===== config.mk =====
export PLATFORM = sky130hd
export DESIGN_NAME = opd_core
export DESIGN_NICKNAME = d
export VERILOG_FILES = /design/src/opd_pkg.sv /design/src/opd_core.sv
export VERILOG_INCLUDE_DIRS = /design/src
export SDC_FILE = /design/constraint.sdc
export NUM_CORES = 1
export LEC_CHECK = 0
export ABC_AREA = 1
export BUFFER_PORTS_ARGS = -buffer_cell sky130_fd_sc_hd__buf_4
export CAP_MARGIN = 5
export CORE_ASPECT_RATIO = 2
export CORE_MARGIN = 5
export CORE_UTILIZATION = 35
export CTS_CLUSTER_DIAMETER = 60
export DETAILED_ROUTE_END_ITERATION = 8
export PLACE_DENSITY_LB_ADDON = 0.08
export SYNTH_ARGS = -nofsm -noshare
export SYNTH_HDL_FRONTEND = slang
export SYNTH_SLANG_ARGS = --single-unit

===== constraint.sdc =====
create_clock -name core_clk -period 5 [get_ports core_clk]
set_input_delay 0.75 -clock core_clk [delete_from_list [all_inputs] [get_ports core_clk]]
set_output_delay 0.75 -clock core_clk [all_outputs]
set_load 0.02 [all_outputs]

===== src/opd_params.svh =====
// Offsets, field positions and fixed values of the operand decoder
`ifndef OPD_PARAMS_SVH
`define OPD_PARAMS_SVH
`define OPD_A_CTRL   6'h00
`define OPD_A_STAT   6'h04
`define OPD_A_FLAG   6'h08
`define OPD_A_OPND   6'h0c
`define OPD_A_RES    6'h10
`define OPD_A_XY     6'h14
`define OPD_A_SPPC   6'h18
`define OPD_A_ACC    6'h1c
`define OPD_A_EA     6'h20
`define OPD_A_PRIO   6'h24
`define OPD_A_VEC    6'h28
`define OPD_C_DEC    0
`define OPD_C_ALU    1
`define OPD_C_SUB    2
`define OPD_C_WIDE   3
`define OPD_C_MODE   6:4
`define OPD_F_C      0
`define OPD_F_V      1
`define OPD_F_Z      2
`define OPD_F_N      3
`define OPD_F_I      4
`define OPD_F_X      6
`define OPD_FLAG_RST 8'h50
`define OPD_PFX      8'h18
`define OPD_VEC_TOP  16'hfffe
`define OPD_VEC_IRQ  16'hfff2
`define OPD_VEC_WIN  9'h1ff
`define OPD_NNM      6
`define OPD_NIRQ     8
`define OPD_SRC_POR  5'h00
`define OPD_SRC_TRAP 5'h03
`define OPD_SRC_SWI  5'h04
`define OPD_SRC_NMI  5'h05
`endif


===== src/opd_pkg.sv =====
// Types shared by the operand decoder
package opd_pkg;
  typedef enum logic [3:0] {
    ST_IDLE = 4'h0,
    ST_OPC  = 4'h1,
    ST_PB   = 4'h2,
    ST_EXT  = 4'h3,
    ST_PTR  = 4'h4,
    ST_VEC  = 4'h5
  } opd_state_e;
  typedef enum logic [2:0] {
    M_IMPLICIT_OPERAND     = 3'h0,
    M_LITERAL_OPERAND      = 3'h1,
    M_DIRECT_PAGE          = 3'h2,
    M_FULL_ADDRESS_OPERAND = 3'h3,
    M_REL8                 = 3'h4,
    M_REL16                = 3'h5,
    M_INDEXED              = 3'h6
  } opd_mode_e;
  typedef struct packed {
    logic        rd;
    logic [15:0] addr;
  } opd_mreq_s;
  typedef struct packed {
    logic [7:0] data;
    logic       ack;
  } opd_mrsp_s;
endpackage


===== src/opd_core.sv =====
// Operand decoder, condition flags and exception ordering with Avalon-MM registers
//
// Local design decisions: the Avalon-MM register port and the register addresses.
`timescale 1ns/1ps
`include "opd_params.svh"

// What this block does
// [RQ1] Sign flag set when the result is negative, cleared otherwise.
// [RQ2] Zero flag set when all result bits are zero, cleared otherwise.
// [RQ3] Overflow flag set on two's complement overflow, cleared otherwise.
// [RQ4] Carry flag set on add carry out or subtract borrow, cleared otherwise.
// [RQ5] A word is two bytes, high byte at the lower address.
// [RQ6] Instructions and operands may start at any byte address, no fault.
// [RQ7] Direct page address is one byte low, high byte zero.
// [RQ8] Relative target is current pc plus signed 8 or 16 bit offset.
// [RQ9] Short indexed form adds a signed 5 bit offset, -16 to +15.
// [RQ10] Base field picks X, Y, stack pointer or pc for 00 to 11.
// [RQ11] Constant form: 9 bit with sign in bit 0, 16 bit, or indirect.
// [RQ12] One extension byte for 9 bit offsets, two for 16 bit.
// [RQ13] Auto form adjusts X, Y or SP by 1 to 8, before or after.
// [RQ14] Accumulator form adds A, B or D unsigned; code 11 is D indirect.
// [RQ15] Indirect forms read a 16 bit pointer that becomes the address.
// [RQ16] Opcode byte 18 hex prefixes a second page opcode.
// [RQ17] Handler addresses come from vectors in the top 128 bytes.
// [RQ18] Top six vectors serve resets and non-maskable sources.
// [RQ19] Simultaneous requests are served in fixed priority order.
// [RQ20] Order: reset, clock monitor, watchdog, trap, soft trap, nmi pin.
// [RQ21] Nmi pin taken only while its mask flag is clear.
// [RQ22] Any one maskable source may be promoted above the others.
// [RQ23] Maskable requests need the global mask clear; it resets to one.
// [RQ24] Promotion writes only while the global mask is set.
// [RQ25] Vectors are read high byte first from the lower address.
module opd_core (
  // Clock and reset
  input  wire logic              core_clk,
  input  wire logic              rst_n,
  // Avalon-MM register slave
  input  wire logic [5:0]        address,
  input  wire logic              read,
  input  wire logic              write,
  input  wire logic [31:0]       writedata,
  input  wire logic [3:0]        byteenable,
  output logic [31:0]            readdata,
  output logic                   waitrequest,
  // Program and data memory
  output opd_pkg::opd_mreq_s     mem_req,
  input  wire opd_pkg::opd_mrsp_s mem_rsp,
  // Exception requests
  input  wire logic              clkmon_reset,
  input  wire logic              watchdog_reset,
  input  wire logic              unimpl_trap,
  input  wire logic              soft_trap_instr,
  input  wire logic              pin_level_nmi_request,
  input  wire logic [7:0]        irq_req
);
  import opd_pkg::*;

  opd_state_e  state_q, state_d;
  opd_mode_e   mode_q, mode_d;
  logic        ack_q, ack_d, cnt_q, cnt_d, page2_q, page2_d, por_q, por_d;
  logic [31:0] rd_q, rd_d;
  logic [7:0]  flags_q, flags_d, prio_q, prio_d, opc_q, opc_d, pb_q, pb_d;
  logic [15:0] opa_q, opa_d, opb_q, opb_d, res_q, res_d, d_q, d_d;
  logic [15:0] x_q, x_d, y_q, y_d, sp_q, sp_d, pc_q, pc_d;
  logic [15:0] ext_q, ext_d, ea_q, ea_d, addr_q, addr_d, hnd_q, hnd_d;
  logic [15:0] vaddr_q, vaddr_d;
  logic [4:0]  src_q, src_d, sel;
  logic [5:0]  nm;
  logic [7:0]  mk, pbv;
  logic [15:0] vec, vtmp, pc_n, ext_n, idx, adj, nxt, base_v;
  logic [16:0] s16;
  logic [8:0]  s8;
  logic [1:0]  rr_v;
  logic        wr_go, alu_go, dec_go, take, fin, ind, a_s, b_s, r_s, alu_sub, alu_wide;

  function automatic logic [31:0] opd_merge(input logic [31:0] o, input logic [31:0] n,
                                            input logic [3:0] be);
    for (int i = 0; i < 4; i++) o[8*i +: 8] = be[i] ? n[8*i +: 8] : o[8*i +: 8];
    return o;
  endfunction

  function automatic logic [15:0] opd_irq_vec(input int k);
    return `OPD_VEC_IRQ - 16'(2 * k);
  endfunction

  // Base register select
  function automatic logic [15:0] opd_base(input logic [1:0] rr, input logic [15:0] x,
                                           input logic [15:0] y, input logic [15:0] s,
                                           input logic [15:0] p);
    case (rr)
      2'h0:    return x;
      2'h1:    return y;
      2'h2:    return s;
      default: return p;
    endcase
  endfunction

  // Extension bytes that follow a postbyte
  function automatic logic [1:0] opd_xb_len(input logic [7:0] pb);
    if (pb[7:5] == 3'h7 && !pb[2]) return pb[1] ? 2'h2 : 2'h1; // [RQ12]
    return 2'h0;
  endfunction

  // Register slave: one wait cycle, answer on the second
  assign waitrequest = (read | write) & ~ack_q;
  assign wr_go       = write & ack_q;
  assign readdata    = rd_q;
  assign alu_sub     = writedata[`OPD_C_SUB];
  assign alu_wide    = writedata[`OPD_C_WIDE];
  assign alu_go      = wr_go && address == `OPD_A_CTRL && writedata[`OPD_C_ALU];
  assign dec_go      = wr_go && address == `OPD_A_CTRL && writedata[`OPD_C_DEC];
  assign mem_req.rd   = state_q != ST_IDLE;
  assign mem_req.addr = addr_q;

  always_comb begin
    ack_d = (read | write) & ~ack_q;
    rd_d  = rd_q;
    if (read && !ack_q) begin
      case (address)
        `OPD_A_CTRL: rd_d = {25'h0000000, mode_q, 4'h0};
        `OPD_A_STAT: rd_d = {19'h00000, src_q, 3'h0, page2_q, state_q};
        `OPD_A_FLAG: rd_d = {24'h000000, flags_q};
        `OPD_A_OPND: rd_d = {opb_q, opa_q};
        `OPD_A_RES:  rd_d = {16'h0000, res_q};
        `OPD_A_XY:   rd_d = {y_q, x_q};
        `OPD_A_SPPC: rd_d = {pc_q, sp_q};
        `OPD_A_ACC:  rd_d = {16'h0000, d_q};
        `OPD_A_EA:   rd_d = {pb_q, opc_q, ea_q};
        `OPD_A_PRIO: rd_d = {24'h000000, prio_q};
        `OPD_A_VEC:  rd_d = {vaddr_q, hnd_q};
        default:     rd_d = 32'h00000000;
      endcase
    end
  end

  always_ff @(posedge core_clk) begin
    if (!rst_n) begin
      ack_q <= 1'b0;
      rd_q  <= 32'h00000000;
    end else begin
      ack_q <= ack_d;
      rd_q  <= rd_d;
    end
  end

  // Exception arbitration
  always_comb begin
    nm   = {pin_level_nmi_request & ~flags_q[`OPD_F_X], soft_trap_instr, unimpl_trap,
            watchdog_reset, clkmon_reset, por_q}; // [RQ20] [RQ21]
    mk   = irq_req & {`OPD_NIRQ{~flags_q[`OPD_F_I]}}; // [RQ23]
    sel  = 5'h00;
    vtmp = 16'h0000;
    for (int k = `OPD_NIRQ - 1; k >= 0; k--) begin
      if (mk[k]) sel = 5'(`OPD_NNM + k); // [RQ19]
    end
    for (int k = 0; k < `OPD_NIRQ; k++) begin
      vtmp = opd_irq_vec(k);
      if (mk[k] && prio_q == vtmp[7:0]) sel = 5'(`OPD_NNM + k); // [RQ22]
    end
    for (int i = `OPD_NNM - 1; i >= 0; i--) begin
      if (nm[i]) sel = 5'(i); // [RQ19] [RQ20]
    end
    take = (|nm) | (|mk);
    if (sel < 5'(`OPD_NNM)) vec = `OPD_VEC_TOP - {10'h000, sel, 1'b0}; // [RQ18]
    else vec = opd_irq_vec(int'(sel) - `OPD_NNM); // [RQ18]
  end

  // Flags, registers and the fetch sequencer
  always_comb begin
    state_d = state_q;
    mode_d  = mode_q;
    cnt_d   = cnt_q;
    page2_d = page2_q;
    por_d   = por_q;
    flags_d = flags_q;
    prio_d  = prio_q;
    opc_d   = opc_q;
    pb_d    = pb_q;
    opa_d   = opa_q;
    opb_d   = opb_q;
    res_d   = res_q;
    d_d     = d_q;
    x_d     = x_q;
    y_d     = y_q;
    sp_d    = sp_q;
    pc_d    = pc_q;
    ext_d   = ext_q;
    ea_d    = ea_q;
    addr_d  = addr_q;
    hnd_d   = hnd_q;
    vaddr_d = vaddr_q;
    src_d   = src_q;
    fin     = 1'b0;
    ind     = 1'b0;
    idx     = 16'h0000;
    adj     = 16'h0000;
    nxt     = 16'h0000;
    pc_n    = addr_q + 16'h0001; // [RQ6]
    ext_n   = {ext_q[7:0], mem_rsp.data}; // [RQ5]
    pbv     = (state_q == ST_PB) ? mem_rsp.data : pb_q;
    rr_v    = (pbv[7:5] == 3'h7) ? pbv[4:3] : pbv[7:6]; // [RQ10]
    base_v  = opd_base(rr_v, x_q, y_q, sp_q, pc_n); // [RQ10]
    s16     = alu_sub ? {1'b0, opa_q} - {1'b0, opb_q} : {1'b0, opa_q} + {1'b0, opb_q};
    s8      = alu_sub ? {1'b0, opa_q[7:0]} - {1'b0, opb_q[7:0]}
                      : {1'b0, opa_q[7:0]} + {1'b0, opb_q[7:0]};
    a_s     = alu_wide ? opa_q[15] : opa_q[7];
    b_s     = alu_wide ? opb_q[15] : opb_q[7];
    r_s     = alu_wide ? s16[15] : s8[7];

    if (wr_go) begin
      case (address)
        `OPD_A_CTRL: mode_d = opd_mode_e'(writedata[`OPD_C_MODE]);
        `OPD_A_FLAG: if (byteenable[0]) flags_d = writedata[7:0]; // [RQ23]
        `OPD_A_OPND: {opb_d, opa_d} = opd_merge({opb_q, opa_q}, writedata, byteenable);
        `OPD_A_XY:   {y_d, x_d} = opd_merge({y_q, x_q}, writedata, byteenable);
        `OPD_A_SPPC: {pc_d, sp_d} = opd_merge({pc_q, sp_q}, writedata, byteenable);
        `OPD_A_ACC: begin
          d_d[15:8] = byteenable[1] ? writedata[15:8] : d_q[15:8];
          d_d[7:0]  = byteenable[0] ? writedata[7:0] : d_q[7:0];
        end
        `OPD_A_PRIO: if (byteenable[0] && flags_q[`OPD_F_I]) prio_d = writedata[7:0]; // [RQ24]
        default: ;
      endcase
    end

    if (alu_go) begin
      res_d            = alu_wide ? s16[15:0] : {8'h00, s8[7:0]};
      flags_d[`OPD_F_N] = r_s; // [RQ1]
      flags_d[`OPD_F_Z] = alu_wide ? (s16[15:0] == 16'h0000) : (s8[7:0] == 8'h00); // [RQ2]
      flags_d[`OPD_F_V] = (alu_sub ? (a_s ^ b_s) : ~(a_s ^ b_s)) & (r_s ^ a_s); // [RQ3]
      flags_d[`OPD_F_C] = alu_wide ? s16[16] : s8[8]; // [RQ4]
    end

    case (state_q)
      ST_IDLE: begin
        if (take) begin
          addr_d  = vec; // [RQ17]
          vaddr_d = vec;
          src_d   = sel;
          cnt_d   = 1'b1;
          state_d = ST_VEC;
          flags_d[`OPD_F_I] = 1'b1;
          if (sel < 5'(`OPD_NNM) && sel != `OPD_SRC_TRAP && sel != `OPD_SRC_SWI)
            flags_d[`OPD_F_X] = 1'b1;
          if (sel == `OPD_SRC_POR) por_d = 1'b0;
        end else if (dec_go) begin
          addr_d  = pc_q;
          page2_d = 1'b0;
          state_d = ST_OPC;
        end
      end
      ST_OPC: begin
        if (mem_rsp.ack) begin
          addr_d = pc_n;
          pc_d   = pc_n;
          if (mem_rsp.data == `OPD_PFX && !page2_q) begin
            page2_d = 1'b1; // [RQ16]
          end else begin
            opc_d = mem_rsp.data; // [RQ16]
            ext_d = 16'h0000;
            cnt_d = 1'b0;
            case (mode_q)
              M_DIRECT_PAGE, M_REL8:          state_d = ST_EXT;
              M_FULL_ADDRESS_OPERAND, M_REL16: begin
                cnt_d   = 1'b1;
                state_d = ST_EXT;
              end
              M_INDEXED: state_d = ST_PB;
              default: begin
                ea_d    = pc_n;
                state_d = ST_IDLE;
              end
            endcase
          end
        end
      end
      ST_PB: begin
        if (mem_rsp.ack) begin
          addr_d = pc_n;
          pc_d   = pc_n;
          pb_d   = mem_rsp.data;
          if (opd_xb_len(mem_rsp.data) == 2'h0) begin
            fin = 1'b1;
          end else begin
            cnt_d   = opd_xb_len(mem_rsp.data) == 2'h2; // [RQ12]
            state_d = ST_EXT;
          end
        end
      end
      ST_EXT: begin
        if (mem_rsp.ack) begin
          ext_d  = ext_n;
          addr_d = pc_n;
          pc_d   = pc_n;
          cnt_d  = 1'b0;
          fin    = !cnt_q;
        end
      end
      ST_PTR, ST_VEC: begin
        if (mem_rsp.ack) begin
          ext_d  = ext_n;
          addr_d = pc_n; // [RQ25]
          cnt_d  = 1'b0;
          if (!cnt_q) begin
            state_d = ST_IDLE;
            if (state_q == ST_PTR) begin
              ea_d = ext_n; // [RQ15]
            end else begin
              hnd_d = ext_n; // [RQ25]
              pc_d  = ext_n;
            end
          end
        end
      end
      default: state_d = ST_IDLE;
    endcase

    if (fin) begin
      state_d = ST_IDLE;
      case (mode_q)
        M_DIRECT_PAGE:          ea_d = {8'h00, ext_n[7:0]}; // [RQ7]
        M_FULL_ADDRESS_OPERAND: ea_d = ext_n;
        M_REL8:                 ea_d = pc_n + {{8{ext_n[7]}}, ext_n[7:0]}; // [RQ8]
        M_REL16:                ea_d = pc_n + ext_n; // [RQ8]
        default: begin
          if (!pbv[5]) begin
            idx = base_v + {{11{pbv[4]}}, pbv[4:0]}; // [RQ9]
          end else if (pbv[7:6] != 2'h3) begin
            adj = pbv[3] ? {12'hfff, pbv[3:0]} : {12'h000, pbv[3:0]} + 16'h0001; // [RQ13]
            nxt = base_v + adj;
            idx = pbv[4] ? base_v : nxt; // [RQ13]
            case (pbv[7:6])
              2'h0:    x_d  = nxt;
              2'h1:    y_d  = nxt;
              default: sp_d = nxt;
            endcase
          end else if (!pbv[2]) begin
            idx = base_v + (pbv[1] ? ext_n : {{8{pbv[0]}}, ext_n[7:0]}); // [RQ11]
            ind = &pbv[1:0]; // [RQ11]
          end else begin
            idx = base_v + (pbv[1] ? d_q : {8'h00, pbv[0] ? d_q[7:0] : d_q[15:8]}); // [RQ14]
            ind = &pbv[1:0]; // [RQ14]
          end
          ea_d = idx;
          if (ind) begin
            addr_d  = idx; // [RQ15]
            cnt_d   = 1'b1;
            state_d = ST_PTR;
          end
        end
      endcase
    end
  end

  always_ff @(posedge core_clk) begin
    if (!rst_n) begin
      state_q <= ST_IDLE;
      mode_q  <= M_IMPLICIT_OPERAND;
      cnt_q   <= 1'b0;
      page2_q <= 1'b0;
      por_q   <= 1'b1;
      flags_q <= `OPD_FLAG_RST; // [RQ23]
      prio_q  <= 8'h00;
      opc_q   <= 8'h00;
      pb_q    <= 8'h00;
      opa_q   <= 16'h0000;
      opb_q   <= 16'h0000;
      res_q   <= 16'h0000;
      d_q     <= 16'h0000;
      x_q     <= 16'h0000;
      y_q     <= 16'h0000;
      sp_q    <= 16'h0000;
      pc_q    <= 16'h0000;
      ext_q   <= 16'h0000;
      ea_q    <= 16'h0000;
      addr_q  <= 16'h0000;
      hnd_q   <= 16'h0000;
      vaddr_q <= 16'h0000;
      src_q   <= 5'h00;
    end else begin
      state_q <= state_d;
      mode_q  <= mode_d;
      cnt_q   <= cnt_d;
      page2_q <= page2_d;
      por_q   <= por_d;
      flags_q <= flags_d;
      prio_q  <= prio_d;
      opc_q   <= opc_d;
      pb_q    <= pb_d;
      opa_q   <= opa_d;
      opb_q   <= opb_d;
      res_q   <= res_d;
      d_q     <= d_d;
      x_q     <= x_d;
      y_q     <= y_d;
      sp_q    <= sp_d;
      pc_q    <= pc_d;
      ext_q   <= ext_d;
      ea_q    <= ea_d;
      addr_q  <= addr_d;
      hnd_q   <= hnd_d;
      vaddr_q <= vaddr_d;
      src_q   <= src_d;
    end
  end
endmodule // opd_core


# Word level (Yosys, flattened, before mapping)

Index checks and enable logic that the tools add are counted.

Flip-flop bits (word level): 280
Output and inout bits: 50
Word-level logic and storage cells: 343

Eq/ne operators: 54
Bitwise gates (word level): 16
Multiplexer cells: 161
Order comparisons: 1
Reductions and logical operators: 66
$add $sub $neg: 15

Operator list:

| kind                    | number |
|---|---|
| $mux W16                | 49 |
| $pmux W32 S11           | 1 |
| $mux W5                 | 21 |
| $mux W8                 | 13 |
| $add A16 B16 Y16        | 6 |
| $pmux W16 S2            | 3 |
| $eq A8 B8 Y1 const B    | 8 |
| $pmux W16 S4            | 1 |
| $pmux W16 S3            | 1 |
| $mux W4                 | 11 |
| $mux W1                 | 38 |
| $reduce_and A3 Y1       | 11 |
| $eq A6 B5 Y1 const B    | 4 |
| $ne A3 B3 Y1 const B    | 8 |
| $mux W7                 | 3 |
| $mux W2                 | 10 |
| $pmux W4 S5             | 1 |
| $eq A6 B6 Y1 const B    | 3 |
| $add A16 B16 Y17        | 1 |
| $logic_and A1 B1 Y1     | 17 |
| $mux W17                | 1 |
| $sub A16 B16 Y17        | 1 |
| $add A16 B1 Y16 const B | 1 |
| $logic_not A16 Y1       | 1 |
| 53 further kinds        | 99 |

# Logic depth before layout (Yosys ltp)

Gate-level depths: netlist of the first run.

Depth in word-level cells: 32
Gate-level depth with buffers: 31

# Worst setup path after synthesis of the first run

Ideal clock, no wire load.

Path kind: input-to-reg
Start point: in mem_rsp[5] (netlist bit)
End point: reg addr_q[12]
Required time: 4.930 ns
Setup slack: 0.841 ns
Arrival time: 4.089 ns
Stages: 21
Buffers on the path: 1
Cell sequence: inv_1 > nand3_1 > nand2_1 > nand3_2 > nand2_2 > nor2_1 > buf_2 > a22oi_1 > ha_1 > inv_1 > fa_1 > o21ai_0 > a21oi_1 > o21ai_0 > a21boi_0 > o21ai_0 > xor2_1 > nand2_1 > nand4_1 > nand3_1 > a21oi_1

Longest elaborated chain between the ends: 11
Elaborated cells on any way between the ends: 18
Those cells by class: add/sub: 4; eq/ne: 2; mux: 11; reduce/logical: 1

Ends and longest elaborated chain:

| what                                 | RTL line                                          | text |
|---|---|---|
| from (decl)                          | opd_core.sv:47                                    | `input wire opd_pkg::opd_mrsp_s mem_rsp,` |
| $mux W8                              | opd_core.sv:200                                   | `pbv = (state_q == ST_PB) ? mem_rsp.data : pb_q;` |
| $mux W2                              | opd_core.sv:201                                   | `rr_v = (pbv[7:5] == 3'h7) ? pbv[4:3] : pbv[7:6];` |
| $eq A2 B2 Y1 (tied with other cells) | opd_core.sv:90                                    | `case (rr)` |
| $pmux W16 S3                         | opd_core.sv:90                                    |  |
| $add A16 B16 Y16 (on tied branches)  | opd_core.sv:338, opd_core.sv:330, opd_core.sv:341 |  |
| $mux W16 (on tied branches)          | opd_core.sv:337, opd_core.sv:331                  |  |
| $mux W16                             | opd_core.sv:328                                   | `end else if (pbv[7:6] != 2'h3) begin` |
| $mux W16 *                           | opd_core.sv:326                                   | `if (!pbv[5]) begin` |
| $mux W16 *                           | opd_core.sv:345                                   | `if (ind) begin` |
| $mux W16 *                           | opd_core.sv:320                                   | `case (mode_q)` |
| $mux W16 *                           | opd_core.sv:318                                   | `if (fin) begin` |
| to (signal assigned)                 | opd_core.sv:400                                   | `addr_q <= addr_d;` |
| to (decl)                            | opd_core.sv:65                                    | `logic [15:0] ext_q, ext_d, ea_q, ea_d, addr_q, addr_d, hnd_q, hnd_d;` |

Mark *: on every way between the ends. The rest lies on a longest branch, timed or not.
A chain may end at the register's enable or synchronous reset.

# Worst setup path in the final report of the first run

Start point: reg state_q[2]
End point: reg addr_q[6]

Longest elaborated chain between the ends: 13
Elaborated cells on any way between the ends: 37
Those cells by class: add/sub: 5; eq/ne: 9; mux: 19; reduce/logical: 4

Ends and longest elaborated chain:

| what                                 | RTL line                                          | text |
|---|---|---|
| from (decl)                          | opd_core.sv:58                                    | `opd_state_e state_q, state_d;` |
| from (signal assigned)               | opd_core.sv:381                                   | `state_q <= state_d;` |
| $eq A4 B2 Y1                         | opd_core.sv:200, opd_core.sv:234                  |  |
| $mux W8                              | opd_core.sv:200                                   |  |
| $eq A3 B3 Y1                         | opd_core.sv:201                                   |  |
| $mux W2                              | opd_core.sv:201                                   |  |
| $eq A2 B2 Y1 (tied with other cells) | opd_core.sv:90                                    |  |
| $pmux W16 S3                         | opd_core.sv:90                                    |  |
| $add A16 B16 Y16 (on tied branches)  | opd_core.sv:338, opd_core.sv:330, opd_core.sv:341 |  |
| $mux W16 (on tied branches)          | opd_core.sv:337, opd_core.sv:331                  |  |
| $mux W16                             | opd_core.sv:328                                   |  |
| $mux W16                             | opd_core.sv:326                                   |  |
| $mux W16                             | opd_core.sv:345                                   |  |
| $mux W16                             | opd_core.sv:320                                   |  |
| $mux W16 *                           | opd_core.sv:318                                   |  |

Mark *: on every way between the ends. The rest lies on a longest branch, timed or not. The select of a mux whose other input is x is not followed.

==> metrics, run 1 <==
syn avg cell area 6.48 sq um; CP startpoint kind flip-flop; sequential cell area 0.00537 sq mm; layout cells sized above 1 0.119; I/O Pins 118; worst skew pair latency 0.62 ns; DRT iter0 DRCs 2142; Comb pwr share 0.255; placed instance count 3724; RSZ-0062 raised after global routing no; Hold Buf Count CTS 0; Synth Net Count 3090; Syn Inst Count 2934; final cell count without fillers 3778; largest family of logic cells by synthesized area compound AO/OA/AOI/OAI gates; Final HPWL DP 94.9 mm; final RePlAce weighted congestion 1.06; first-pass GRT wire length 161 mm; Peak Freq 215 MHz; Seq/Total Area, Yosys 0.282; clock buffer count from CTS 30; static leakage 9.78 nW; endpoint type of the worst setup path flip-flop; multiplexer share of the synthesized area 0.000592; Hold Path Depth 3; CTS tree yes; Synth Area in Adders 0.0598; worst-margin pin slew 1.13 ns; port bufs 117; Area after DPL 0.0211 sq mm; Final Power 6.72 mW; gr usage total 0.378; final design utilization 0.410; Largest register FFs 32; Top Metal Used met4; main flop type after synthesis dfxtp_1; Reg power frac 0.376; Post-synth EDFFs 0; First-pass DRT Iterations 6; Ys Warns 0; simple-gate portion of the synthesized area 0.235; Place WS 0.0220 ns; worst-case vdd ir drop 272 uV; initial antenna violation count 0; relative max-transition margin 0.245; vias in the first global route 21673; drt wl/cell 30.9 um; Max Cap Viol 0; die width 175 um; Final period util 0.932; std cell rows 121; Sw Share 0.375; Die Area 0.0594 sq mm; commonest non-fill, non-tap cell in the layout nand2_1; multi-input logic area 0.0117 sq mm; hold slack 0.392 ns; met3 WL 6.81 mm; commonest non-fill, non-tap cells in the layout 596 x nand2_1, 363 x inv_1, 359 x a21oi_1; die height 340 um; Metal-1 WL 37.5 mm; Overflow after GRT 0; Seq cells post-synth 268; Pint 4.20 mW; total core area 0.0542 sq mm; final hold violations 0; # resized after CTS 0; Worst Hold Class in2reg; Synth Area in Compound Gates 0.294; share of flip-flops with an asynchronous set or reset 0; DRC violations left 0; nets@finish 3236; vias post-DR 22309; run status complete, no violations; R2R cell count 22; Worst-path clk slew 0.07 ns; setup tns final 0 ns; Antenna Nets Post-Route 0; fill count 5968; post-synthesis cell area 0.0190 sq mm; largest net degree at the start of global routing 74; Worst Skew 0.0175 ns; Post-CTS Setup Repair Bufs 0; clock buffer depth 3; Clk pwr share 0.369; vias per cell 5.90; final worst slack 0.338 ns; DR WL met2 57.9 mm; Initial Utilization 0.351; Worst EP arrival 5.21 ns; xor and xnor area share after synthesis 0.0258; number of library cell types mapped by synthesis 74; Clock Root Buffer clkbuf_16; CP Data Required Time 5.55 ns; Net Sw Power 2.52 mW; Area growth syn-to-layout 16.8%; CP max FO 8; clk sinks 268; Post-Route WL 117 mm; design area 0.0222 sq mm; htree depth 1; Crit Path Class reg2reg; pwr dens 302 mW/mm^2; final slew viol count 0; endpoints failing setup 0; fin crit period 4.66 ns
## per-layer routing
layer,track usage,vias up
met1,0.367,10520
li1,-,10282
met5,0,-
met3,0.0491,417
met2,0.673,1090
met4,0.365,0
## cell type report
class	count	area share
timing repair buffer	236	0.0798
multi-input combinational	2159	0.528
clock buffer	41	0.0393
clock inverter	12	0.00794
tap	676	0.0381
antenna	1	0.000113
inverter	385	0.0655
sequential	268	0.242
## power by group through the flow
stage,clock network [mW],logic [mW],registers [mW]
after floorplan,0,0.838,2.45
after global placement,0,1.67,2.56
after detailed placement,0,1.67,2.56
after CTS,2.50,1.67,2.51
after global routing,2.56,1.81,2.52
final,2.48,1.71,2.53
## cells in the mapped netlist (all sizes together) (2+ instances only)
| cell type | number | share of area |
|---|---|---|
| a211oi | 36 | 0.014 |
| a221o | 2 | 0.0011 |
| nand4 | 22 | 0.0084 |
| a221oi | 36 | 0.017 |
| clkbuf | 98 | 0.019 |
| o2111ai | 20 | 0.0099 |
| a2111oi | 2 | 0.00092 |
| o22ai | 25 | 0.0082 |
| a21o | 7 | 0.0028 |
| o21bai | 6 | 0.0024 |
| nor3 | 32 | 0.0089 |
| nor2 | 216 | 0.047 |
| o31ai | 6 | 0.0024 |
| nand2 | 608 | 0.12 |
| buf | 24 | 0.0076 |
| o221ai | 7 | 0.0032 |
| dfxtp | 268 | 0.28 |
| xor2 | 45 | 0.021 |
| ha | 83 | 0.055 |
| o21a | 5 | 0.0020 |
| clkinv | 5 | 0.0012 |
| o21ai | 354 | 0.094 |
| nand3 | 139 | 0.038 |
| a21oi | 360 | 0.095 |
| nand3b | 3 | 0.0012 |
| nor4 | 2 | 0.00099 |
| xnor2 | 11 | 0.0051 |
| o211ai | 41 | 0.017 |
| a21boi | 5 | 0.0020 |
| a22oi | 19 | 0.0075 |
| a311oi | 3 | 0.0014 |
| o311ai | 2 | 0.00092 |
| o32ai | 2 | 0.00092 |
| or2 | 15 | 0.0049 |
| a31oi | 26 | 0.0089 |
| fa | 5 | 0.0053 |
| a31o | 3 | 0.0014 |
| and2 | 4 | 0.0013 |
| inv | 380 | 0.075 |
## logic make-up (layout without fill, tap and decap cells)
logic type / after synthesis / in the layout
muxes: 1 / 1
buffers and inverters: 507 / 674
AOI/OAI and AO/OA: 970 / 970
xor gates and xnor gates: 56 / 56
adders and majority gates: 88 / 88
and+or+nand+nor: 1044 / 1044
other: 0 / 1
DFF: 268 / 268
## worst max-delay path, stage by stage (launching register included)
cell      delay [ns]
dfxtp_2         0.46
clkinv_4        0.11
nand3_4         0.15
buf_4           0.18
nand2_2         0.07
nand2_4         0.13
nand4_4         0.13
nand2_4         0.14
nand2_1         0.09
inv_1           0.14
nand2_1         0.12
a22oi_1         0.24
ha_1            0.24
inv_1           0.07
fa_1            0.46
o21ai_0         0.19
buf_4           0.15
a21oi_1         0.11
xnor2_1         0.27
o21ai_0         0.17
o211ai_2        0.62
a21oi_1         0.16
nor3_1          0.18
## path summary, 6_finish.rpt
check / from / end / slack, ns
min: writedata[4] / flags_q[4] / 0.39
min reg2reg: opc_q[2] / opc_q[2] / 0.45
max reg2reg: state_q[2] / addr_q[6] / 0.34
max: state_q[2] / addr_q[6] / 0.34
(Power assumes the default switching activity.)
==> run 2, diff against run 1 <==
==> constraint.sdc (replaced) <==
create_clock -name core_clk -period 4.4 [get_ports core_clk]
set_input_delay 0.66 -clock core_clk [delete_from_list [all_inputs] [get_ports core_clk]]
set_output_delay 0.66 -clock core_clk [all_outputs]
set_load 0.02 [all_outputs]
==> metrics, run 2 (synthesized netlist as in run 1, its figures left out) <==
pwr dens 329 mW/mm^2 (+8.9%); Most Frequent Cell on Critical Path buf_4; First-pass DRT Iterations 9 (+3); clock buffer depth 3 (unchanged); vias in the first global route 22442 (+3.5%); first-pass GRT wire length 160 mm (-0.55%); Crit Path Class reg2reg; die height 340 um (unchanged); endpoint type of the worst setup path flip-flop; Net Sw Power 2.96 mW (+18%); drt wl/cell 29.3 um (-5.1%); DRC violations left 6 (+6); Pint 4.76 mW (+13%); htree depth 1 (unchanged); DRT iter0 DRCs 2032 (-5.1%); Initial Utilization 0.351 (unchanged); Worst EP arrival 4.67 ns (-0.54 ns); CTS tree yes; initial antenna violation count 1 (+1); final design utilization 0.433 (+0.0230); Die Area 0.0594 sq mm (unchanged); endpoints failing setup 0 (unchanged); gr usage total 0.372 (-0.00626); Post-Route WL 115 mm (-1.3%); Max stage delay cell, worst path dfxtp_2; Sw Share 0.384 (+0.00910); relative max-transition margin 0.199 (-0.0463); port bufs 117 (unchanged); I/O Pins 118 (unchanged); fill count 5876 (-1.5%); Clk pwr share 0.361 (-0.008); worst skew pair latency 0.62 ns (about the same); final RePlAce weighted congestion 1.05 (-1.6%); clk sinks 268 (unchanged); Antenna Nets Post-Route 0 (unchanged); run status finished, violations left; Worst Skew 0.0176 ns (+0.0000821 ns); Final HPWL DP 95.8 mm (+0.96%); vias per cell 5.86 (-0.73%); Worst-path clk slew 0.07 ns (about the same); std cell rows 121 (unchanged); Clock Root Buffer clkbuf_16; Final Power 7.73 mW (+15%); static leakage 10.5 nW (+7.7%); vias post-DR 23019 (+3.2%); worst-margin pin slew 1.20 ns (+0.0691 ns); final hold violations 0 (unchanged); hold slack 0.299 ns (-0.0931 ns); Worst Hold Class in2reg; largest net degree at the start of global routing 68 (-8.1%); Crit path largest cell delay 0.40 ns (-0.22 ns); final slew viol count 0 (unchanged); Reg power frac 0.371 (-0.005); Peak Freq 239 MHz (+12%); nets@finish 3382 (+4.5%); CP max FO 7 (-1); worst-case vdd ir drop 297 uV (+9.4%); RSZ-0062 raised after global routing no; Overflow after GRT 0 (unchanged); fin crit period 4.18 ns (-0.483 ns); die width 175 um (unchanged); Comb pwr share 0.268 (+0.013); Hold Buf Count CTS 0 (unchanged); R2R setup slack 0.22 ns (-0.12 ns); layout cells sized above 1 0.170 (+0.0505); Largest register FFs 32 (unchanged); commonest non-fill, non-tap cells in the layout 593 x nand2_1, 381 x buf_4, 363 x inv_1; Max Cap Viol 0 (unchanged); CP startpoint kind flip-flop; commonest non-fill, non-tap cell in the layout nand2_1; clock buffer count from CTS 31 (+3.3%); CP Data Required Time 4.89 ns (-0.66 ns); Antenna Cells 0 (-1); Final period util 0.950 (+0.0174); design area 0.0235 sq mm (+5.6%); crit-path cells buf_4 -> nand4_1 -> nand2_4 -> nand4_4 -> nand2_4 -> buf_4 -> nor2_4 -> buf_4 -> inv_2 -> o211ai_1 -> nor2_1 -> inv_2 -> ha_1 -> a21oi_1 -> a21boi_1 -> o21ai_0 -> buf_4 -> xor2_1 -> o21ai_1 -> nand3_1 -> a21oi_2 -> nor2_1; Area growth syn-to-layout 23.3%; failing checks DRC; total core area 0.0542 sq mm (unchanged); Area after DPL 0.0222 sq mm (+5.0%); setup tns final 0 ns (unchanged)
## run 2: worst paths after layout
check,startpoint,to,cells after the start
worst min-delay path,writedata[4],flags_q[4],3
worst min register to register,opc_q[6],opc_q[6],2
worst max register to register,state_q[1],addr_q[11],22
worst max-delay path,state_q[1],addr_q[11],22
## run 2: critical path, delay by kind of cell, from the launching register on
family,cells,cell delay (ns)
flip-flops,1,0.40
AND/OR/NAND/NOR,8,1.26
AO/OA/AOI/OAI,6,1.11
adder cells (fa/ha/maj),1,0.34
XOR/XNOR,1,0.19
buffers and inverters,6,0.75
## run 2: power groups by stage
| stage | clock (mW) | combinational (mW) | sequential [mW] |
|---|---|---|---|
| finish | 2.79 | 2.07 | 2.86 |
| floorplan | 0 | 0.953 | 2.78 |
| global placement | 0 | 2.01 | 2.90 |
| global route | 2.88 | 2.17 | 2.85 |
| CTS | 2.81 | 2.02 | 2.84 |
| detailed placement | 0 | 2.01 | 2.90 |
## run 2: routing by layer
metal  part of all wire  vias to the layer above  track usage
li1                   -                    10599            -
met5                  0                        -            0
met3              0.054                      468       0.0426
met4               0.14                        0        0.401
met2               0.48                     1156        0.647
met1               0.32                    10796        0.360
## run 2: through the flow
stage / cells / worst slack [ns]
detailed placement: 3866 / -0.327
floorplan: 2934 / 0.331
CTS: 3924 / 0.0108
global route: 3927 / 0.000870
global placement: 3866 / -0.392
finish: 3927 / 0.221
## run 2: repair_timing
action,CTS,global route
endpoints found under the setup margin,13,32
gates resized for setup,6,45
buffers inserted,0,3
pin swaps,0,9
## run 2: layout make-up
class / count / area (sq um) / area share
Sequential cell: 268 / 5370 / 0.229
Multi-Input combinational cell: 2159 / 11900 / 0.506
Timing Repair Buffer: 381 / 2860 / 0.122
Clock buffer: 37 / 848 / 0.0362
Clock inverter: 21 / 215 / 0.00917
Tap cell: 676 / 846 / 0.0360
Inverter: 385 / 1460 / 0.0620
